`src/inc/scan_regs_pkg.sv`:
```
package scan_regs_pkg;

  localparam int ADDR_W = 8;
  localparam int DATA_W = 32;

  // register indices; byte address is four times the index
  localparam logic [5:0] IDX_MODE = 6'h02;
  localparam logic [5:0] IDX_TOP = 6'h03;
  localparam logic [5:0] IDX_BOT = 6'h04;
  localparam logic [5:0] IDX_DUTY = 6'h05;
  localparam logic [5:0] IDX_RAMP = 6'h06;
  localparam logic [5:0] IDX_RAMP_CUR = 6'h07;
  localparam logic [5:0] IDX_VDAC_MAX = 6'h08;
  localparam logic [5:0] IDX_BIAS = 6'h09;

  // field positions
  localparam int STEREO_BIT = 4;
  localparam int SCAN_HI_BIT = 3;
  localparam int SCAN_LO_BIT = 2;
  localparam int VDIR_BIT = 1;
  localparam int HDIR_BIT = 0;
  localparam int POS_HI_BIT = 5;
  localparam int PSAVE_BIT = 4;
  localparam int RAMP_HIGH_BIT = 3;

  // writable bits; the rest read as zero
  localparam logic [7:0] MODE_MASK = 8'h1f;
  localparam logic [7:0] POS_MASK = 8'h3f;
  localparam logic [7:0] FULL_MASK = 8'hff;

  // values after reset
  localparam logic [7:0] MODE_RESET = 8'h00;
  localparam logic [7:0] TOP_RESET = 8'h0e;
  localparam logic [7:0] BOT_RESET = 8'h0e;
  localparam logic [7:0] DUTY_RESET = 8'h00;
  localparam logic [7:0] RAMP_RESET = 8'h00;
  localparam logic [7:0] RAMP_CUR_RESET = 8'h00;
  localparam logic [7:0] VDAC_MAX_RESET = 8'h00;
  localparam logic [7:0] BIAS_RESET = 8'h00;

  localparam logic [1:0] RESP_OKAY = 2'h0;
  localparam logic [1:0] RESP_SLVERR = 2'h2;

  typedef enum logic [1:0] {
    SCAN_PROGRESSIVE = 2'b00,
    SCAN_INTERLACED = 2'b01,
    SCAN_PSEUDO = 2'b10
  } scan_type_e;

  typedef struct packed {
    logic stereo_sequence_select;
    scan_type_e scan_type_select;
    logic vertical_direction;
    logic horizontal_direction;
    logic [5:0] top_row_position;
    logic [5:0] bottom_row_position;
  } scan_cfg_s;

  localparam scan_cfg_s CFG_RESET = '{
    stereo_sequence_select: 1'b0,
    scan_type_select: SCAN_PROGRESSIVE,
    vertical_direction: 1'b0,
    horizontal_direction: 1'b0,
    top_row_position: 6'h0e,
    bottom_row_position: 6'h0e
  };

  typedef struct packed {
    logic aw_full;
    logic [ADDR_W-1:0] aw_addr;
    logic w_full;
    logic [DATA_W-1:0] w_data;
    logic [3:0] w_strb;
    logic bvalid;
    logic [1:0] bresp;
    logic rvalid;
    logic [DATA_W-1:0] rdata;
    logic [1:0] rresp;
    logic [9:2][7:0] regs;
    scan_cfg_s active;
    logic [8:0] line_cnt;
    logic row_reset;
    logic [7:0] ramp_code;
  } state_s;

endpackage : scan_regs_pkg

```
`src/hdl/microdisplay_scan_ctrl_regs.sv`:
```
// The AXI4-Lite register port was left to the implementer.
`timescale 1ns/1ps

// Function
// RULE1 - mode bit 4 selects stereo sequence
// RULE2 - bits 3-2 pick progressive, interlaced, pseudo
// RULE3 - bit 1 sets vertical row direction
// RULE4 - bit 0 sets horizontal pixel direction
// RULE5 - six-bit top row, reset 14
// RULE6 - six-bit bottom row, reset 14
// RULE7 - rows lit twice duty lines; zero disables
// RULE8 - ramp bit 4 enables counter power save
// RULE9 - ramp high bit forces DAC code ones
// RULE10 - scan settings apply at next frame start
module microdisplay_scan_ctrl_regs (
  // clock and reset
  input wire logic CLK,
  input wire logic RESET,
  // axi4-lite write address
  input wire logic S_AXI_AWVALID,
  output logic S_AXI_AWREADY,
  input wire logic [scan_regs_pkg::ADDR_W-1:0] S_AXI_AWADDR,
  input wire logic [2:0] S_AXI_AWPROT,
  // axi4-lite write data
  input wire logic S_AXI_WVALID,
  output logic S_AXI_WREADY,
  input wire logic [scan_regs_pkg::DATA_W-1:0] S_AXI_WDATA,
  input wire logic [3:0] S_AXI_WSTRB,
  // axi4-lite write response
  output logic S_AXI_BVALID,
  input wire logic S_AXI_BREADY,
  output logic [1:0] S_AXI_BRESP,
  // axi4-lite read address
  input wire logic S_AXI_ARVALID,
  output logic S_AXI_ARREADY,
  input wire logic [scan_regs_pkg::ADDR_W-1:0] S_AXI_ARADDR,
  input wire logic [2:0] S_AXI_ARPROT,
  // axi4-lite read data
  output logic S_AXI_RVALID,
  input wire logic S_AXI_RREADY,
  output logic [scan_regs_pkg::DATA_W-1:0] S_AXI_RDATA,
  output logic [1:0] S_AXI_RRESP,
  // video timing, same clock
  input wire logic FRAME_START,
  input wire logic LINE_START,
  input wire logic [7:0] RAMP_CODE_IN,
  // settings to the video and ramp logic
  output scan_regs_pkg::scan_cfg_s SCAN_CFG,
  output logic ROW_DUTY_EN,
  output logic ROW_RESET,
  output logic COUNTER_POWER_SAVE,
  output logic [7:0] RAMP_DAC_CODE,
  output logic [7:0] RAMP_CURRENT,
  output logic [7:0] VDAC_MAX,
  output logic [7:0] BIAS
);

  scan_regs_pkg::state_s s_reg;
  scan_regs_pkg::state_s s_next;
  logic [5:0] wr_idx;
  logic [5:0] rd_idx;
  logic wr_commit;
  logic [7:0] mode_now;
  logic [7:0] duty_now;
  // nine bits hold twice the largest duty value
  logic [8:0] duty_lines;

  function automatic logic [5:0] word_index(input logic [scan_regs_pkg::ADDR_W-1:0] a);
    word_index = a[scan_regs_pkg::ADDR_W-1:2];
  endfunction : word_index

  function automatic logic is_mapped(input logic [scan_regs_pkg::ADDR_W-1:0] a);
    logic [5:0] i;
    i = a[scan_regs_pkg::ADDR_W-1:2];
    is_mapped = (a[1:0] == 2'h0) && (i >= scan_regs_pkg::IDX_MODE) &&
                (i <= scan_regs_pkg::IDX_BIAS);
  endfunction : is_mapped

  function automatic logic [7:0] write_mask(input logic [5:0] i);
    case (i)
      scan_regs_pkg::IDX_MODE: write_mask = scan_regs_pkg::MODE_MASK;
      scan_regs_pkg::IDX_TOP: write_mask = scan_regs_pkg::POS_MASK;
      scan_regs_pkg::IDX_BOT: write_mask = scan_regs_pkg::POS_MASK;
      default: write_mask = scan_regs_pkg::FULL_MASK;
    endcase
  endfunction : write_mask

  // an upper scan bit means pseudo-interlaced whatever the lower bit says
  function automatic scan_regs_pkg::scan_type_e scan_decode(input logic [1:0] f);
    if (f[1]) begin
      scan_decode = scan_regs_pkg::SCAN_PSEUDO; // RULE2
    end else if (f[0]) begin
      scan_decode = scan_regs_pkg::SCAN_INTERLACED;
    end else begin
      scan_decode = scan_regs_pkg::SCAN_PROGRESSIVE;
    end
  endfunction : scan_decode

  assign wr_idx = word_index(s_reg.aw_addr);
  assign rd_idx = word_index(S_AXI_ARADDR);
  assign wr_commit = s_reg.aw_full && s_reg.w_full;
  assign mode_now = s_reg.regs[scan_regs_pkg::IDX_MODE];
  assign duty_now = s_reg.regs[scan_regs_pkg::IDX_DUTY];
  assign duty_lines = {duty_now, 1'b0};

  // no new write is taken while a response waits, so one write is open at a time
  assign S_AXI_AWREADY = !s_reg.aw_full && !s_reg.bvalid;
  assign S_AXI_WREADY = !s_reg.w_full && !s_reg.bvalid;
  assign S_AXI_ARREADY = !s_reg.rvalid;

  always_comb begin
    s_next = s_reg;
    if (S_AXI_AWVALID && S_AXI_AWREADY) begin
      s_next.aw_full = 1'b1;
      s_next.aw_addr = S_AXI_AWADDR;
    end
    if (S_AXI_WVALID && S_AXI_WREADY) begin
      s_next.w_full = 1'b1;
      s_next.w_data = S_AXI_WDATA;
      s_next.w_strb = S_AXI_WSTRB;
    end
    if (s_reg.bvalid && S_AXI_BREADY) begin
      s_next.bvalid = 1'b0;
    end
    if (wr_commit) begin
      s_next.aw_full = 1'b0;
      s_next.w_full = 1'b0;
      s_next.bvalid = 1'b1;
      s_next.bresp = scan_regs_pkg::RESP_SLVERR;
      if (is_mapped(s_reg.aw_addr)) begin
        s_next.bresp = scan_regs_pkg::RESP_OKAY;
        // only lane 0 carries register bits
        for (int i = 2; i <= 9; i++) begin
          if (s_reg.w_strb[0] && (wr_idx == 6'(i))) begin
            s_next.regs[i] = s_reg.w_data[7:0] & write_mask(wr_idx); // RULE5 RULE6
          end
        end
      end
    end
    if (s_reg.rvalid && S_AXI_RREADY) begin
      s_next.rvalid = 1'b0;
    end
    if (S_AXI_ARVALID && S_AXI_ARREADY) begin
      s_next.rvalid = 1'b1;
      s_next.rdata = '0;
      s_next.rresp = scan_regs_pkg::RESP_SLVERR;
      if (is_mapped(S_AXI_ARADDR)) begin
        s_next.rresp = scan_regs_pkg::RESP_OKAY;
        for (int i = 2; i <= 9; i++) begin
          if (rd_idx == 6'(i)) begin
            s_next.rdata = {24'h000000, s_reg.regs[i]};
          end
        end
      end
    end
    // a frame in progress keeps the settings it started with
    if (FRAME_START) begin
      s_next.active.stereo_sequence_select = mode_now[scan_regs_pkg::STEREO_BIT]; // RULE1 RULE10
      s_next.active.scan_type_select = scan_decode(
        mode_now[scan_regs_pkg::SCAN_HI_BIT:scan_regs_pkg::SCAN_LO_BIT]); // RULE2 RULE10
      s_next.active.vertical_direction = mode_now[scan_regs_pkg::VDIR_BIT]; // RULE3
      s_next.active.horizontal_direction = mode_now[scan_regs_pkg::HDIR_BIT]; // RULE4
      s_next.active.top_row_position =
        s_reg.regs[scan_regs_pkg::IDX_TOP][scan_regs_pkg::POS_HI_BIT:0]; // RULE5
      s_next.active.bottom_row_position =
        s_reg.regs[scan_regs_pkg::IDX_BOT][scan_regs_pkg::POS_HI_BIT:0]; // RULE6
    end
    // row reset fires once a row has been lit for twice the duty value in lines
    s_next.row_reset = 1'b0;
    if (FRAME_START) begin
      s_next.line_cnt = '0;
    end else if (LINE_START && (duty_now != 8'h00)) begin
      if ((s_reg.line_cnt + 9'h001) >= duty_lines) begin // RULE7
        s_next.line_cnt = '0;
        s_next.row_reset = 1'b1;
      end else begin
        s_next.line_cnt = s_reg.line_cnt + 9'h001;
      end
    end
    if (s_reg.regs[scan_regs_pkg::IDX_RAMP][scan_regs_pkg::RAMP_HIGH_BIT]) begin
      s_next.ramp_code = 8'hff; // RULE9
    end else begin
      s_next.ramp_code = RAMP_CODE_IN;
    end
  end

  always_ff @(posedge CLK) begin
    if (RESET) begin
      s_reg <= '0;
      s_reg.regs[scan_regs_pkg::IDX_MODE] <= scan_regs_pkg::MODE_RESET; // RULE1 RULE2
      s_reg.regs[scan_regs_pkg::IDX_TOP] <= scan_regs_pkg::TOP_RESET; // RULE5
      s_reg.regs[scan_regs_pkg::IDX_BOT] <= scan_regs_pkg::BOT_RESET; // RULE6
      s_reg.regs[scan_regs_pkg::IDX_DUTY] <= scan_regs_pkg::DUTY_RESET; // RULE7
      s_reg.regs[scan_regs_pkg::IDX_RAMP] <= scan_regs_pkg::RAMP_RESET; // RULE8 RULE9
      s_reg.regs[scan_regs_pkg::IDX_RAMP_CUR] <= scan_regs_pkg::RAMP_CUR_RESET;
      s_reg.regs[scan_regs_pkg::IDX_VDAC_MAX] <= scan_regs_pkg::VDAC_MAX_RESET;
      s_reg.regs[scan_regs_pkg::IDX_BIAS] <= scan_regs_pkg::BIAS_RESET;
      s_reg.active <= scan_regs_pkg::CFG_RESET;
    end else begin
      s_reg <= s_next;
    end
  end

  assign S_AXI_BVALID = s_reg.bvalid;
  assign S_AXI_BRESP = s_reg.bresp;
  assign S_AXI_RVALID = s_reg.rvalid;
  assign S_AXI_RDATA = s_reg.rdata;
  assign S_AXI_RRESP = s_reg.rresp;
  assign SCAN_CFG = s_reg.active;
  assign ROW_DUTY_EN = (duty_now != 8'h00); // RULE7
  assign ROW_RESET = s_reg.row_reset;
  assign COUNTER_POWER_SAVE =
    s_reg.regs[scan_regs_pkg::IDX_RAMP][scan_regs_pkg::PSAVE_BIT]; // RULE8
  assign RAMP_DAC_CODE = s_reg.ramp_code;
  assign RAMP_CURRENT = s_reg.regs[scan_regs_pkg::IDX_RAMP_CUR];
  assign VDAC_MAX = s_reg.regs[scan_regs_pkg::IDX_VDAC_MAX];
  assign BIAS = s_reg.regs[scan_regs_pkg::IDX_BIAS];

  // helpers read only by the checks below
  logic stereo_now;
  logic scan_hi_now;
  logic vdir_now;
  logic hdir_now;
  logic [5:0] top_now;
  logic [5:0] bot_now;
  logic duty_on;
  logic ramp_high_now;
  logic psave_write;
  logic psave_data;
  logic [1:0] scan_code_now;
  assign stereo_now = mode_now[scan_regs_pkg::STEREO_BIT];
  assign scan_code_now = mode_now[scan_regs_pkg::SCAN_HI_BIT:scan_regs_pkg::SCAN_LO_BIT];
  assign scan_hi_now = mode_now[scan_regs_pkg::SCAN_HI_BIT];
  assign vdir_now = mode_now[scan_regs_pkg::VDIR_BIT];
  assign hdir_now = mode_now[scan_regs_pkg::HDIR_BIT];
  assign top_now = s_reg.regs[scan_regs_pkg::IDX_TOP][5:0];
  assign bot_now = s_reg.regs[scan_regs_pkg::IDX_BOT][5:0];
  assign duty_on = (duty_now != 8'h00);
  assign ramp_high_now = s_reg.regs[scan_regs_pkg::IDX_RAMP][scan_regs_pkg::RAMP_HIGH_BIT];
  // an unaligned address lands on the same index but must not write
  assign psave_write = wr_commit && is_mapped(s_reg.aw_addr) &&
    (wr_idx == scan_regs_pkg::IDX_RAMP) && s_reg.w_strb[0];
  assign psave_data = s_reg.w_data[scan_regs_pkg::PSAVE_BIT];
endmodule : microdisplay_scan_ctrl_regs

```
`config.mk`:
```
export PLATFORM = sky130hd
export DESIGN_NAME = microdisplay_scan_ctrl_regs
export DESIGN_NICKNAME = d
export VERILOG_FILES = /design/src/inc/scan_regs_pkg.sv /design/src/hdl/microdisplay_scan_ctrl_regs.sv
export SDC_FILE = /design/constraint.sdc
export NUM_CORES = 1
export LEC_CHECK = 0
export BUFFER_PORTS_ARGS = -buffer_cell sky130_fd_sc_hd__buf_2
export CORE_MARGIN = 1
export CORE_UTILIZATION = 39
export DETAILED_ROUTE_END_ITERATION = 10
export PLACE_DENSITY = 0.66
export SETUP_SLACK_MARGIN = 0.02
export SLEW_MARGIN = 0
export SYNTH_ARGS = -nofsm -noshare
export SYNTH_HDL_FRONTEND = slang
export SYNTH_SLANG_ARGS = --single-unit
```
`constraint.sdc`:
```
create_clock -name CLK -period 7.5 [get_ports CLK]
set_clock_uncertainty 0.05 [all_clocks]
set_input_delay 0.75 -clock CLK [delete_from_list [all_inputs] [get_ports CLK]]
set_output_delay 0.75 -clock CLK [all_outputs]
set_load 0.05 [all_outputs]
```
# == Word-level counts from Yosys, hierarchy flattened ==
# Index checks and enable logic that the tools add are counted.
# classes
add_sub_neg,1
n_mul,0
div_mod_pow,0
order_cmp,5
n_eq_ne,16
shift,0
n_mux,44
bitwise,9
reduce_logical,42
# op_table
op,count
$mux 32,7
$mux 8,26
$and 8x8->8,8
$eq 6x3->1 const B,8
$mux 35,1
$mux 34,1
$eq 6x2->1 const B,4
$eq 6x4->1 const B,4
$reduce_and 3->1,8
$logic_and 1x1->1,21
$pmux 8 s2,1
$ge 6x2->1 const B,2
$le 6x4->1 const B,2
$add 9x1->9 const B,1
$ge 9x9->1,1
$mux 9,1
$reduce_bool 8->1,1
$reduce_or 2->1,3
$logic_not 1->1,4
$logic_not 2->1,2
$mux 1,4
$mux 2,2
$reduce_bool 2->1,2
$mux 3,1
other kinds (2),2
# totals
regBits,156
latchBits,0
ramBits,0
rom_bits,0
in_bits,75
output_inout_bits,93
elab_cells,144
memories,0

# == Logic depth before layout (Yosys ltp) ==
# logic_depth
depth_word,11
ltp_mapped,12
ltp_nobuf,11

# == Worst setup path after synthesis ==
# No wires, ideal clock.
# synth_timing
kind,flip-flop to flip-flop
startpoint,register s_reg[9] (netlist bit)
endpoint,register s_reg[14] (netlist bit)
setup_ns,0.074
arrival_time_ns,2.461
t_required_ns,7.376
setup_slack_ns,4.915
path_stages_with_launch,13
n_path_buf,1
period_less_slack_ns,2.585
cell_sequence,dfxtp_1 > ha_1 > and3_1 > and3_1 > nand3_1 > xnor2_1 > ha_1 > nand3_1 > a21oi_1 > a221oi_1 > buf_2 > nand3_1 > a31oi_1
# synth_via
elab_chain_len,3
# synth_lines
element,line,text
"start, declared",microdisplay_scan_ctrl_regs.sv:58,scan_regs_pkg::state_s s_reg;
"start signal, assigned",microdisplay_scan_ctrl_regs.sv:200,s_reg <= s_next;
$add 9x1->9 *,"microdisplay_scan_ctrl_regs.sv:173, microdisplay_scan_ctrl_regs.sv:177",
$ge 9x9->1,microdisplay_scan_ctrl_regs.sv:173,if ((s_reg.line_cnt + 9'h001) >= duty_lines) begin
$mux 9 *,microdisplay_scan_ctrl_regs.sv:173,
# Mark *: on every way between the ends. The rest lies on a longest branch, timed or not.
# A chain may end at the register's enable or synchronous reset.

# == Worst setup path after layout ==
# layout_timing
startpoint,register s_reg[9] (netlist bit)
endpoint,register s_reg[15] (netlist bit)
# The elaborated chain is that of the path after synthesis.

==> run_results.csv <==
group,metric,value,unit
run_status,outcome,"complete, no violations",
sta,fmax,0.362,GHz
final_layout,fillerInstances,1581,
cts,cts_tree,"built",
placed_design,dp.cells,948,
sta,setup_viol,0,
global_route,grt_max_degree,83,
synth,syn-mean-instance-area,8.81,µm²
final_layout,final_area,0.00708,mm²
final_layout,drive_gt1_share,20.2,%
synth,synth_edf_count,0,
sta,maxSlewHeadroom,31.5,%
sta,worst_pin_slew,1000,ps
placed_design,pre_cts_slack,4760,ps
cts,cts_buffer_depth,2,
final_layout,post-route-util,44.6,%
synth,syn_inst,722,
critical_path,reg2reg_slack,4740,ps
pwr,power.density,240,mW/mm²
synth,synth_warnings,0,
critical_path,worstRegToRegCells,12,
routing,drt-initial-drc-count,352,
routing,wl_per_cell,15.3,µm
final_layout,final_cell_mix,"130 x dfxtp_1, 107 x buf_2, 101 x nor2_1",
critical_path,crit_type,"flip-flop to flip-flop",
cts,cts-htree-levels,4,
critical_path,arrival,3060,ps
pwr,p_total,1.70,mW
placed_design,place_area,0.00647,mm²
final_layout,instances_no_fill,981,
global_route,grtUsageTotal,18.9,%
floorplanning,num_io_pins,168,
synth,synth_cell_types,59,
synth,ys_async_sr_fraction,0,%
placed_design,port_buffers,108,
floorplanning,core_area,0.0159,mm²
critical_path,cp-startpoint,"s_reg[9]$_SDFFE_PP0P_",
synth,ys_seq_elements,130,
final_layout,largest_register_ffs,43,
placed_design,dp_hpwl,10600,µm
routing,via_per_inst,4.94,
critical_path,path_cells,"ha_1, and3_1, and3_1, nand3_1, xnor2_1, ha_1, nand3_1, a21oi_1, a221oi_1, buf_4, nand4b_1, a31oi_1",
sta,grt_setup_unrepaired,"false",
pwr,p_leak,3.17,nW
critical_path,cp_slowest_stage_delay,410,ps
cts,path_clk_slew,60,ps
sta,fin_crit_sh,36.8,%
routing,ant_nets,0,
synth,synthFlopType,"dfxtp_1",
critical_path,start_kind,"flip-flop",
cts,clk_latency,420,ps
hold_path,hold_class,"flip-flop to flip-flop",
floorplanning,die_h,130,µm
cts,numCtsBuffers,17,
cts,postCtsResizedCells,0,
global_route,grt_overflow_total,0,
routing,vias,4846,
critical_path,endpoint,"s_reg[15]$_SDFFE_PP0P_",
global_route,grt_pass1_wl,24100,µm
synth,syn_area,0.00636,mm²
sta,whs,402,ps
cts,post_cts_buffers,0,
sta,hold_viol,0,
sta,finalMaxSlewViolations,0,
sta,tns,0,ps
critical_path,cp_slowest_cell,"dfxtp_1",
floorplanning,initial_core_util,40.1,%
run,cap_violations,0,
global_route,grt_pass1_vias,4542,
routing,drc,0,
floorplanning,die_area,0.0168,mm²
routing,drt_wl_total,15100,µm
synth,ys_seq_area_share,40.9,%
critical_path,cp-end-kind,"flip-flop",
critical_path,r2r_start,"s_reg[9]$_SDFFE_PP0P_",
sta,setup_slack,4740,ps
sta,fin_crit,2760,ps
critical_path,cp_max_fo,12,
floorplanning,placementRows,46,
pwr,irDropWorstVdd,0.169,mV
placed_design,place.gp.congestion,0.797,
critical_path,crit_required,7800,ps
final_layout,final_common_cell,"dfxtp_1",
final_layout,nets,835,
cts,clock-root-buffer,"clkbuf_16",
cts,clkSinkCount,130,
cts,hold_buffers,0,
routing,drt_pass1_iterations,5,
floorplanning,die_w,130,µm
global_route,antenna_found_initial,1,
critical_path,timing.rr.end,"s_reg[15]$_SDFFE_PP0P_",
final_layout,area_growth,11.2,%
-- critical path, delay by kind of cell (launching register included) --
kind	cells	cell delay (ps)
compound gates	3	490
xor+xnor	1	220
flops	1	410
buf+inv	1	230
fa+ha+maj	2	530
simple gates	5	780
-- cells by family (layout without fill, tap and decap cells) --
group	count (synthesis)	count (layout)	synth area share [%]
simple gates	262	262	19.8
compound gates	99	99	10.8
mux	75	75	11.9
buf+inv	137	154	13.5
other cells	1	27	0.0589
fa+ha+maj	9	9	1.77
xor+xnor	9	9	1.24
flops	130	130	40.9
-- worst min path at each step --
stage	from	to	slack [ps]	depth (start not counted)
2_1_floorplan	mode_now[5]$_SDFFE_PP0P_	mode_now[5]$_SDFFE_PP0P_	380	1
3_3_place_gp	mode_now[5]$_SDFFE_PP0P_	mode_now[5]$_SDFFE_PP0P_	390	1
3_5_place_dp	s_reg[147]$_SDFFE_PP0P_	s_reg[147]$_SDFFE_PP0P_	390	2
4_1_cts	s_reg[147]$_SDFFE_PP0P_	s_reg[147]$_SDFFE_PP0P_	400	2
5_1_grt	s_reg[50]$_SDFFE_PP0P_	s_reg[50]$_SDFFE_PP0P_	430	1
6_report	s_reg[175]$_SDFFE_PP0P_	s_reg[175]$_SDFFE_PP0P_	400	2
-- layout make-up --
type | count | area, µm² | share of cell area, %
Clock inverter | 13 | 160 | 2.26
Antenna cell | 1 | 2.50 | 0.0353
Multi-Input combinational cell | 480 | 2990 | 42.3
Sequential cell | 130 | 2600 | 36.8
Clock buffer | 19 | 443 | 6.26
Timing Repair Buffer | 111 | 566 | 7.99
Tap cell | 216 | 270 | 3.82
Inverter | 11 | 41.3 | 0.583
-- cell usage after synthesis (11+ instances only) --
library cell / number / area, µm²
nand3_1: 12 / 60.1
nor2_1: 101 / 379
and3_1: 13 / 81.3
nor2b_1: 19 / 119
nand2_1: 62 / 233
a211o_1: 12 / 105
dfxtp_1: 130 / 2600
a21oi_1: 32 / 160
clkbuf_1: 28 / 105
o21ai_0: 11 / 55.1
mux2i_1: 68 / 681
buf_4: 86 / 646
inv_1: 11 / 41.3
-- power by group --
part,internal (mW),switching [mW],leakage (nW)
sequential,0.703,0.0151,1.05
clock,0.531,0.314,0.293
combinational,0.0343,0.103,1.82
-- metal layers --
metal	vias to the layer above	wire length, µm	share of wire [%]	track usage [%]
met4	2	242	1.6	6.70
met1	2286	7200	48	24.9
li1	2416	-	-	-
met5	-	13	0.086	0
met3	22	763	5.1	5.00
met2	120	6830	45	29.6
(Power assumes the default switching activity.)
